`config.mk`:
```
export PLATFORM = sky130hd
export DESIGN_NAME = orx_exec
export DESIGN_NICKNAME = d
export VERILOG_FILES = /design/src/orx_decode.v /design/src/orx_exec.v
export VERILOG_INCLUDE_DIRS = /design/src
export SDC_FILE = /design/constraint.sdc
export NUM_CORES = 1
export LEC_CHECK = 0
export BUFFER_PORTS_ARGS = -buffer_cell sky130_fd_sc_hd__buf_2
export CORE_MARGIN = 2
export CORE_UTILIZATION = 41
export DETAILED_ROUTE_END_ITERATION = 12
export PLACE_DENSITY = 0.72
export SLEW_MARGIN = 20
export SYNTH_ARGS = -nofsm -noshare
export SYNTH_HDL_FRONTEND = slang
export SYNTH_HIERARCHICAL = 1
export SYNTH_SLANG_ARGS = --single-unit
export TNS_END_PERCENT = 30
```
`constraint.sdc`:
```
create_clock -name sys_clk -period 3.2 [get_ports sys_clk]
set_input_delay 0.64 -clock sys_clk [delete_from_list [all_inputs] [get_ports sys_clk]]
set_output_delay 0.64 -clock sys_clk [all_outputs]
set_load 0.01 [all_outputs]
```
`src/orx_consts.vh`:
```
// constants for the or/move instruction execution block
// assumes a 14-bit instruction word in the mid-range encoding
`ifndef ORX_CONSTS_VH
`define ORX_CONSTS_VH
`define ORX_OP_WIDTH 14
`define ORX_DATA_WIDTH 8
`define ORX_ADDR_WIDTH 7
`define ORX_DEST_BIT 7
`define ORX_OR_IMM_HI 6'h38
`define ORX_LOAD_IMM_HI 4'hC
`define ORX_OR_REG_HI 6'h04
`define ORX_COPY_REG_HI 6'h08
`define ORX_STORE_HI 7'h01
`define ORX_ACC_RESET 8'h00
`define ORX_ZERO_RESET 1'b0
`endif

```
`src/orx_decode.v`:
```
// instruction classifier for the or/move execution block
// assumes a valid instruction word presented with its strobe
`timescale 1ns/1ps
`include "orx_consts.vh"
module orx_decode (
	input wire [`ORX_OP_WIDTH-1:0] instr,
	output reg is_or_imm,
	output reg is_load_imm,
	output reg is_or_reg,
	output reg is_store,
	output reg is_copy_reg
);
	// match the opcode fields
	always @* begin
		is_or_imm = (instr[13:8] == `ORX_OR_IMM_HI);
		is_load_imm = (instr[13:10] == `ORX_LOAD_IMM_HI); // don't-care bits 9:8 ignored
		is_or_reg = (instr[13:8] == `ORX_OR_REG_HI);
		is_copy_reg = (instr[13:8] == `ORX_COPY_REG_HI);
		is_store = (instr[13:7] == `ORX_STORE_HI);
	end
endmodule

```
`src/orx_exec.v`:
```
// execution of or-immediate, load-immediate, or-register, store and copy-register
// assumes one instruction per cycle on instr_valid; file data arrives combinationally on file_rdata
// assumes the file register array sits outside and takes file_we, file_waddr and file_wdata
// assumes file_raddr is the one output not taken from a flop, so that the read returns in the same cycle
// What this block does
// RL1: or-immediate ors the accumulator with the literal, writes the accumulator and updates zero.
// RL2: load-immediate puts the literal in the accumulator and leaves every flag alone.
// RL3: the encoder fills the load-immediate don't-care bits with zeros, which this block does not need.
// RL4: or-register ors the accumulator with the file register, result to accumulator on d=0 or file on d=1, updates zero.
// RL5: store copies the accumulator to the addressed file register and leaves flags alone.
// RL6: copy-register moves the file register to the accumulator on d=0 or back to itself on d=1 and updates zero.
// RL7: zero is set when the 8-bit result is zero and cleared otherwise.
`timescale 1ns/1ps
`include "orx_consts.vh"
module orx_exec #(
	parameter DATA_WIDTH = `ORX_DATA_WIDTH,
	parameter ADDR_WIDTH = `ORX_ADDR_WIDTH
) (
	input wire sys_clk,
	input wire rst,
	input wire instr_valid,
	input wire [`ORX_OP_WIDTH-1:0] instr,
	output wire [ADDR_WIDTH-1:0] file_raddr,
	input wire [DATA_WIDTH-1:0] file_rdata,
	output reg file_we,
	output reg [ADDR_WIDTH-1:0] file_waddr,
	output reg [DATA_WIDTH-1:0] file_wdata,
	output reg [DATA_WIDTH-1:0] acc,
	output reg zero_flag,
	output reg zero_we
);
	// decoder outputs, at most one high at a time
	wire is_or_imm;
	wire is_load_imm;
	wire is_or_reg;
	wire is_store;
	wire is_copy_reg;
	wire [4:0] op_class;

	// instruction fields
	wire dest_file;
	wire [DATA_WIDTH-1:0] literal;

	// datapath and next state
	reg [DATA_WIDTH-1:0] operand;
	reg [DATA_WIDTH-1:0] result;
	reg next_acc_we;
	reg next_file_we;
	reg next_zero_we;
	reg [DATA_WIDTH-1:0] next_acc;
	reg next_zero;
	reg [ADDR_WIDTH-1:0] next_file_waddr;
	reg [DATA_WIDTH-1:0] next_file_wdata;

	// one-hot instruction classes, one bit per decoder output
	localparam [4:0] CLS_NONE = 5'h00;
	localparam [4:0] CLS_OR_IMM = 5'h01;
	localparam [4:0] CLS_LOAD_IMM = 5'h02;
	localparam [4:0] CLS_OR_REG = 5'h04;
	localparam [4:0] CLS_STORE = 5'h08;
	localparam [4:0] CLS_COPY_REG = 5'h10;

	// zero test of an 8-bit result
	function is_zero;
		input [DATA_WIDTH-1:0] v;
		begin
			is_zero = (v == {DATA_WIDTH{1'b0}});
		end
	endfunction

	// bitwise or of two data bytes, shared by both or forms
	function [DATA_WIDTH-1:0] or_bytes;
		input [DATA_WIDTH-1:0] a;
		input [DATA_WIDTH-1:0] b;
		begin
			or_bytes = a | b;
		end
	endfunction

	// true when the destination bit sends the result to the file
	function to_file;
		input d;
		begin
			to_file = d;
		end
	endfunction

	orx_decode u_dec (
		.instr(instr),
		.is_or_imm(is_or_imm),
		.is_load_imm(is_load_imm),
		.is_or_reg(is_or_reg),
		.is_store(is_store),
		.is_copy_reg(is_copy_reg)
	);

	assign file_raddr = instr[ADDR_WIDTH-1:0];
	assign dest_file = instr[`ORX_DEST_BIT];
	assign literal = instr[DATA_WIDTH-1:0];
	assign op_class = {is_copy_reg, is_store, is_or_reg, is_load_imm, is_or_imm};

	// second operand: literal for immediate forms, file data otherwise
	always @* begin
		operand = file_rdata;
		case (op_class)
			CLS_OR_IMM: begin
				operand = literal;
			end
			CLS_LOAD_IMM: begin
				operand = literal;
			end
			default: begin
				operand = file_rdata;
			end
		endcase
	end

	// result and write enables per instruction class
	always @* begin
		result = acc;
		next_acc_we = 1'b0;
		next_file_we = 1'b0;
		next_zero_we = 1'b0;
		if (instr_valid) begin
			case (op_class)
				CLS_OR_IMM: begin
					result = or_bytes(acc, operand); // see RL1
					next_acc_we = 1'b1;
					next_file_we = 1'b0;
					next_zero_we = 1'b1;
				end
				CLS_LOAD_IMM: begin
					result = operand; // see RL2
					next_acc_we = 1'b1;
					next_file_we = 1'b0;
					next_zero_we = 1'b0; // flags untouched
				end
				CLS_OR_REG: begin
					result = or_bytes(acc, operand); // see RL4
					next_acc_we = ~to_file(dest_file);
					next_file_we = to_file(dest_file);
					next_zero_we = 1'b1;
				end
				CLS_STORE: begin
					result = acc; // see RL5
					next_acc_we = 1'b0;
					next_file_we = 1'b1;
					next_zero_we = 1'b0; // flags untouched
				end
				CLS_COPY_REG: begin
					result = operand; // see RL6
					next_acc_we = ~to_file(dest_file);
					next_file_we = to_file(dest_file);
					next_zero_we = 1'b1; // d=1 still updates zero
				end
				CLS_NONE: begin
					result = acc; // no-op and unknown words
				end
				default: begin
					result = acc; // two classes at once cannot occur
				end
			endcase
		end
	end

	// next accumulator and zero values
	always @* begin
		next_acc = acc;
		next_zero = zero_flag;
		if (next_acc_we)
			next_acc = result;
		if (next_zero_we)
			next_zero = is_zero(result); // see RL7
	end

	// next file write port values; address follows the decoded field
	always @* begin
		next_file_waddr = file_raddr;
		next_file_wdata = result;
	end

	// accumulator
	always @(posedge sys_clk) begin
		if (rst) begin
			acc <= `ORX_ACC_RESET;
		end else begin
			acc <= next_acc;
		end
	end

	// zero flag, written only by the classes that affect it
	always @(posedge sys_clk) begin
		if (rst) begin
			zero_flag <= `ORX_ZERO_RESET;
		end else begin
			zero_flag <= next_zero;
		end
	end

	// one-cycle strobe telling the status logic zero was updated
	always @(posedge sys_clk) begin
		if (rst) begin
			zero_we <= 1'b0;
		end else begin
			zero_we <= next_zero_we;
		end
	end

	// file register write port
	always @(posedge sys_clk) begin
		if (rst) begin
			file_we <= 1'b0;
			file_waddr <= {ADDR_WIDTH{1'b0}};
			file_wdata <= {DATA_WIDTH{1'b0}};
		end else begin
			file_we <= next_file_we;
			file_waddr <= next_file_waddr;
			file_wdata <= next_file_wdata;
		end
	end
endmodule

```
==> impl.org, run 1 <==
** Setup path
- Capture point of the worst reg-to-reg path :: zero_flag$_SDFFE_PP0P_
- Critical path, cell by cell :: buf_2, or4_4, nor3b_1, buf_4, xor2_1, a211oi_1, or2_1, a21oi_2, buf_4, nor2_1, a211oi_1
- Worst-case register-to-register setup slack :: 2.17 ns
- Data arrives at the worst endpoint at between 3 and 4 ns.
- STA classifies the critical path endpoint as a flip-flop.
- Start-to-end type of the worst setup path :: input port to flip-flop
- Critical path origin :: instr[8]
- Required time worst endpoint :: around 3.4 ns
- Startpoint types :: input port
- Critical path fanouts, max :: 16
- Critical-path cell with the highest stage delay :: or4_4
- Reg2Reg Depth :: 3
- Worst reg2reg path startpoint :: acc[5]$_SDFFE_PP0P_
- Capture point of the critical path :: acc[3]$_SDFFE_PP0P_
- Largest incremental delay on the critical path :: 0.54 ns

** Route
- In the final routed layout, each cell accounts on average for 12.6 um.
- Ratio of routed vias to standard cells :: 5.15
- The detailed router finished its first iteration with 15 violations.
- Once detail routing completed, the nets flagged for antenna violations numbered 0.
- Total wire length :: about 2.6 mm
- Number of remaining DRC errors :: 0
- 1st-pass router iterations :: 5
- The final route contains approximately 1,100 vias.

** Worst hold path
- Min-Delay Path Class :: flip-flop to flip-flop
- Worst hold path cell count :: 2

** Die
- In this run the core area contains 19 standard-cell rows.
- The die covers around 0.0034 sq mm.
- DIE WIDTH :: about 58 um
- The core region is roughly 0.0028 sq mm.
- The die is 58.2 um tall.
- For this configuration, the core starts out at a cell density of a little over two fifths.
- 58 I/O pins were placed.

** Synthesis
- Ys flop type :: dfxtp_1
- Top cells by count, synth :: 26 x dfxtp_1, 19 x nor2_1, 9 x a211oi_1
- Ys async rst share :: 0%
- Yosys mapped a number of flops with a built-in enable equal to 0.
- In this run the mean area of a mapped cell was roughly 10 sq um.
- Sequential element share of the synthesized area :: 43.2%
- Synthesis warning total :: 6
- Counting distinct cell types in the post-synthesis netlist gives 32.
- Yosys instantiated no cell more often than dfxtp_1.
- The largest total area in the synthesized netlist belongs to dfxtp_1.
- Synthesis produced a netlist with a net count of 147.
- After synthesis the cells add up to ~0.0012 sq mm.
- Area share of the largest cell type after synthesis :: 43.2%
- In the post-synthesis netlist, the biggest area contributors are dfxtp_1 43%, mux2i_1 6.7%, nor2_1 5.9%.
- In the synthesized netlist, the number of instances is roughly 120.
- Register bit count reported by yosys :: 26

** Layout
- Antenna diodes :: 0
- After routing the design area is about 0.0015 sq mm.
- Synthesis-to-layout area growth :: 28.0%
- The finished layout holds between 200 and 250 standard cells, fillers aside.
- At the end of the flow, the number of nets in the layout was between 200 and 250.
- Of the cells placed in the final design, the portion with a size suffix greater than 1 is 44.6%.

** Global route
- Global route total overflow :: 0
- Entering global routing, the biggest net connects 28 pins.
- The first global-routing pass estimated around 4.1 mm of wire.
- Vias in the first global route :: 960
- For this run, the total global-route usage over all layers was measured as between 10% and 20%.
- Antenna violations before repair :: 0

** Timing
- After layout, the worst path uses around 90% of the clock period.
- Unrepaired setup endpoints after global routing :: no
- Setup tns final :: 0 ns
- Max_slew headroom :: between 60% and 70%
- The clock period could shrink to approximately 2.8 ns.
- The count of endpoints failing hold in the final timing report was 0.
- Pin slew with the least headroom to its limit :: about 0.46 ns
- Timing-limited maximum frequency :: 0.357 GHz
- Final clock skew :: around 0.0046 ns
- Setup violations remaining at the end of the flow were counted as 0.
- The number of pins exceeding their max-slew limit in the final report is 0.
- Final WS setup :: a little under 0.4 ns

** Clocking
- Clock tree synthesis found a total of 26 sinks.
- After clock tree synthesis, the clock-pin slew on the worst setup and hold paths is roughly 0.14 ns.
- Post-CTS repair changed the size of 0 cells.
- Worst-skew pair later-pin latency :: around 0.32 ns
- H-tree depth reported by CTS :: 1
- TritonCTS built the clock tree.
- Counting the buffers created by CTS gives 3.
- Clock tree root driver cell :: clkbuf_4
- Clock Path Buffers :: 2
- Hold-fix buffers at CTS :: 0
- Post-CTS setup buffer count :: 0

** Power
- For this design the ratio of total power to cell area is 423 mW/mm^2.
- Leakage :: 0.759 nW
- Peak ir drop on the vdd network :: approximately 0.00032 V

** Place
- Routability-driven placement finished with a final weighted congestion of 0.792.
- Placed wire-length estimate after detailed placement :: 2.03 mm
- During placement, the flow inserted port buffers numbering 57.
- Placed Instances :: just over 200
- After detailed placement, the total cell area comes to 0.00149 sq mm.
- Worst setup slack after placement :: between 0.07 and 0.08 ns

** Job
- # Max-Cap Violations :: 0

** Outcome
- Status :: finished clean
-- routing by layer --
metal / part of all wire [%] / global-route usage [%]
met1: 40 / 16.9
met2: 51 / 29.7
met3: 8.5 / 2.90
met4: 0.54 / 5.32
met5: 0 / 0
-- layout by cell type (no fill, tap or decap), types with 2 or more instances in the layout --
master     synthesis  routed
buf_2              5      57
nor4b_1            2       2
nor2b_1            7       7
a211oi_1           9       9
a2bb2oi_1          4       4
clkbuf_4           0       3
nand2_1            3       3
nand2b_1           2       2
nor2_1            19      19
dfxtp_1           26      26
xnor2_1            2       2
o21ai_0            2       2
buf_4              7       8
a2bb2oi_2          4       4
or4_1              2       2
nand4_1            2       2
mux2i_1            8       8
-- worst min-delay path by stage --
| stage | start | to | slack, ns |
|---|---|---|---|
| global route | acc[1]$_SDFFE_PP0P_ | acc[1]$_SDFFE_PP0P_ | 0.55 |
| floorplan | zero_flag$_SDFFE_PP0P_ | zero_flag$_SDFFE_PP0P_ | 0.52 |
| global placement | zero_flag$_SDFFE_PP0P_ | zero_flag$_SDFFE_PP0P_ | 0.50 |
| detailed placement | zero_flag$_SDFFE_PP0P_ | zero_flag$_SDFFE_PP0P_ | 0.50 |
| CTS | zero_flag$_SDFFE_PP0P_ | zero_flag$_SDFFE_PP0P_ | 0.53 |
| finish | acc[1]$_SDFFE_PP0P_ | acc[1]$_SDFFE_PP0P_ | 0.53 |
-- state kept, by name, indices dropped and copies added, names as in the netlist --
register	cells
acc	8
file_wdata	8
zero_we	1
zero_flag	1
file_waddr	7
file_we	1
-- final cells by class --
class	count	area [sq um]
Clock buffer	3	22.5
Multi-Input combinational cell	80	583
Clock inverter	1	30.0
Fill cell	259	1240
Timing Repair Buffer	65	345
Tap cell	31	38.8
Sequential cell	26	520
-- power by group --
group / total (mW) / leakage [nW] / switching, mW / internal [mW]
clock network: 0.224 / 0.0279 / 0.0970 / 0.127
logic: 0.0903 / 0.520 / 0.0459 / 0.0445
registers: 0.337 / 0.212 / 0.00354 / 0.334
total: 0.651 / 0.759 / 0.146 / 0.505
-- stage by stage --
step	util [%]	total power, mW	hold slack [ns]
after floorplan	-	0.402	0.521
after global placement	53.5	0.434	0.500
after detailed placement	53.5	0.435	0.503
after CTS	55.4	0.657	0.529
after global routing	55.4	0.680	0.549
final	55.4	0.651	0.528
-- cell families after synthesis --
group	share of synthesized area (%)
and+or+nand+nor	21.5
xor gates and xnor gates	2.18
muxes	7.59
DFF	43.2
AOI/OAI and AO/OA	17.2
buffers and inverters	8.32
-- worst max-delay path: cells and delay by family --
kind,cells,cell delay [ns]
buffers and inverters,3,0.50
AO/OA/AOI/OAI,3,0.49
XOR/XNOR,1,0.22
AND/OR/NAND/NOR,4,1.17
No activity file was read; power rests on OpenSTA's default activity.
==> run 2: changes to the inputs <==
GPL_TIMING_DRIVEN = 0   (was default)
SLEW_MARGIN = default   (was 20)
==> run 2 against run 1 <==
Against the previous run:
- clock skew increased by 0.0010 ns
- core utilization increased by 1.5 points
- non-clock buffer count increased by 7
- die area unchanged
- flip-flop and latch count unchanged
- critical endpoint is now acc[7]$_SDFFE_PP0P_
- highest routed layer unchanged
==> impl.org, run 2 (same netlist as run 1, synthesis figures left out) <==
** Outcome
- Status :: finished clean

** Layout
- Fraction of final layout cells with drive strength greater than 1 :: a little under half
- Leaving out fill and tap cells, the most frequent cell in the layout is buf_2.
- Final net count :: about 210
- Top library cells by usage in the layout, fill and taps aside :: 61 x buf_2, 26 x dfxtp_1, 19 x nor2_1
- Largest registers :: acc x8, file_wdata x8, file_waddr x7
- Synthesis-to-layout area growth :: 31.4%
- Cells fill a little under three fifths of the core in the end.
- 0 antenna diodes ended up in the layout.

** Clocking
- The later pin in the worst-skew pair is clocked with a latency of between 0.3 and 0.4 ns.
- Number of buffers inserted during clock tree synthesis :: 3
- TritonCTS built the clock tree.
- Counting along the longest clock path gives a buffer depth of 2.
- In this run the number of H-tree levels came out at 1.
- Clock-pin slew was measured on the worst setup and hold paths at around 0.14 ns.
- The number of setup buffers added after CTS is 0.
- Sink count of the clock tree :: 26
- Clock tree synthesis selected as its root buffer the cell clkbuf_4.

** Route
- Avg WL per Cell :: about 13 um
- Remaining antenna violation count :: 0
- Ratio of routed vias to standard cells :: 5.27
- For this run, the detailed router's first-pass iteration total came to 5.
- The routed layout has ~1,100 vias.
- Total wire length :: 2.68 mm
- In this run, the number of DRC markers left after iteration 0 of detailed routing was 21.
- Number of remaining DRC errors :: 0

** Timing
- Setup tns final :: 0 ns
- Final clock skew :: 0.00562 ns
- At the pin with the least slew margin, the transition time is approximately 0.73 ns.
- Unrepaired setup endpoints after global routing :: no
- Setup violations remaining at the end of the flow were counted as 0.
- Part of the cycle the worst path needs :: between 90 and 100%
- Headroom to the max-slew limit came out at between 50% and 60%.
- Hold is met by 0.522 ns.
- Timing-limited maximum frequency :: 0.337 GHz
- The number of pins exceeding their max-slew limit in the final report is 0.
- The routed design could run at a clock period as short as around 3 ns.
- The worst path meets setup with between 0.2 and 0.25 ns of slack.
- The count of endpoints failing hold in the final timing report was 0.

** Setup path
- The worst setup path is captured at a flip-flop.
- STA classifies the critical path startpoint as an input port.
- Critical path fanouts, max :: 10
- On the critical path, the stage with the largest delay is an instance of or4_4.
- Critical path origin :: instr[8]
- Arrival time at the worst endpoint :: between 3 and 4 ns
- Critical path's most frequent cell :: buf_2
- For this run, the slowest stage of the critical path takes 0.54 ns.
- For the worst setup path, the data required time is 3.45 ns.
- The number of buffers and inverters on the critical path is 4.
- Worst reg2reg path startpoint :: acc[3]$_SDFFE_PP0P_
- The critical path is of the input port to flip-flop type.
- Critical path, cell by cell :: buf_2, or4_4, nor3b_1, buf_2, xor2_1, a211oi_1, or2_1, buf_2, a21oi_2, buf_2, nor2_1, a211oi_1
- On the critical path the largest part of the delay comes from simple AND/OR/NAND/NOR gates.

** Die
- The region available for standard cell placement spans 0.00278 sq mm.
- Number of top-level design ports :: 58
- The floorplan step defined a die boundary enclosing 0.00338 sq mm.
- Die Span Y :: roughly 58 um
- For this configuration, the core starts out at a cell density of ~43%.
- DIE WIDTH :: 58.2 um
- The floorplan has 19 rows.

** Global route
- Global Route met3 Usage :: ~3.1%
- Global routing finished with a remaining overflow of 0.
- The number of antenna violations at the first check in global routing was 0.
- In this run the most used layer during global routing was met2.
- Vias in the first global route :: 983
- Largest net degree at the start of global routing :: 16
- Global-route met1 utilization :: between 15 and 20%
- GRT Resource Usage Total :: between 15 and 20%
- First-pass GRT wire length :: 4.07 mm
- Met2 Use GR :: 31.0%

** Power
- Leakage :: around 0.78 nW
- Peak ir drop on the vdd network :: ~0.00035 V
- Total power density per cell area :: between 400 and 500 mW/mm^2

** Place
- Worst setup slack after placement :: -0.218 ns
- Routability-driven placement finished with a final weighted congestion of a little under 0.8.
- PortBufs :: 56
- Summed over all nets, the half-perimeter wirelength after detailed placement is roughly 2.1 mm.

** Worst hold path
- Hold Startpoint :: zero_flag$_SDFFE_PP0P_
- The path class of the tightest hold or removal check is flip-flop to flip-flop.

** Job
- # Max-Cap Violations :: 0
## run 2: tightest hold or removal path, cell delays in order, from the launching register on
cell      delay [ns]
dfxtp_1         0.34
nand3b_1        0.09
o41ai_2         0.06
## run 2: where the power goes
| part | leakage, nW | internal, mW | switching (mW) |
|---|---|---|---|
| logic | 0.541 | 0.0487 | 0.0482 |
| clock network | 0.0279 | 0.127 | 0.0960 |
| registers | 0.212 | 0.334 | 0.00358 |
| total | 0.780 | 0.509 | 0.148 |
## run 2: repair_timing
item | CTS | global route
hold endpoints to repair | 0 | 0
setup endpoints to repair | 0 | 3
gates resized for setup | 0 | 1
hold buffers | 0 | 0
## run 2: final cells by class
type | instances | area [sq um]
Buffer | 16 | 100
Fill cell | 271 | 1200
Clock buffer | 3 | 22.5
Multi-Input combinational cell | 80 | 589
Sequential cell | 26 | 520
Timing Repair Buffer | 56 | 280
Clock inverter | 1 | 30.0
Tap cell | 31 | 38.8
## run 2: metrics by stage
step	cell area, sq um	power, mW	std cells
2_1_floorplan	1200	0.402	122
3_3_place_gp	1520	0.439	209
3_5_place_dp	1520	0.442	209
4_1_cts	1580	0.664	213
5_1_grt	1580	0.684	213
6_report	1580	0.657	213
## run 2: layer usage
| metal | wire length [um] | share of wire [%] |
|---|---|---|
| met1 | 1070 | 40 |
| met2 | 1400 | 52 |
| met3 | 177 | 6.6 |
| met4 | 24 | 0.90 |
| met5 | 0 | 0 |
## run 2: path summary, 6_finish.rpt
path	endpoint	depth (start not counted)	slack, ns
worst min register to register	zero_flag$_SDFFE_PP0P_	2	0.52
worst max-delay path	acc[7]$_SDFFE_PP0P_	12	0.24
worst min-delay path	zero_flag$_SDFFE_PP0P_	2	0.52
worst max register to register	zero_flag$_SDFFE_PP0P_	3	2.13
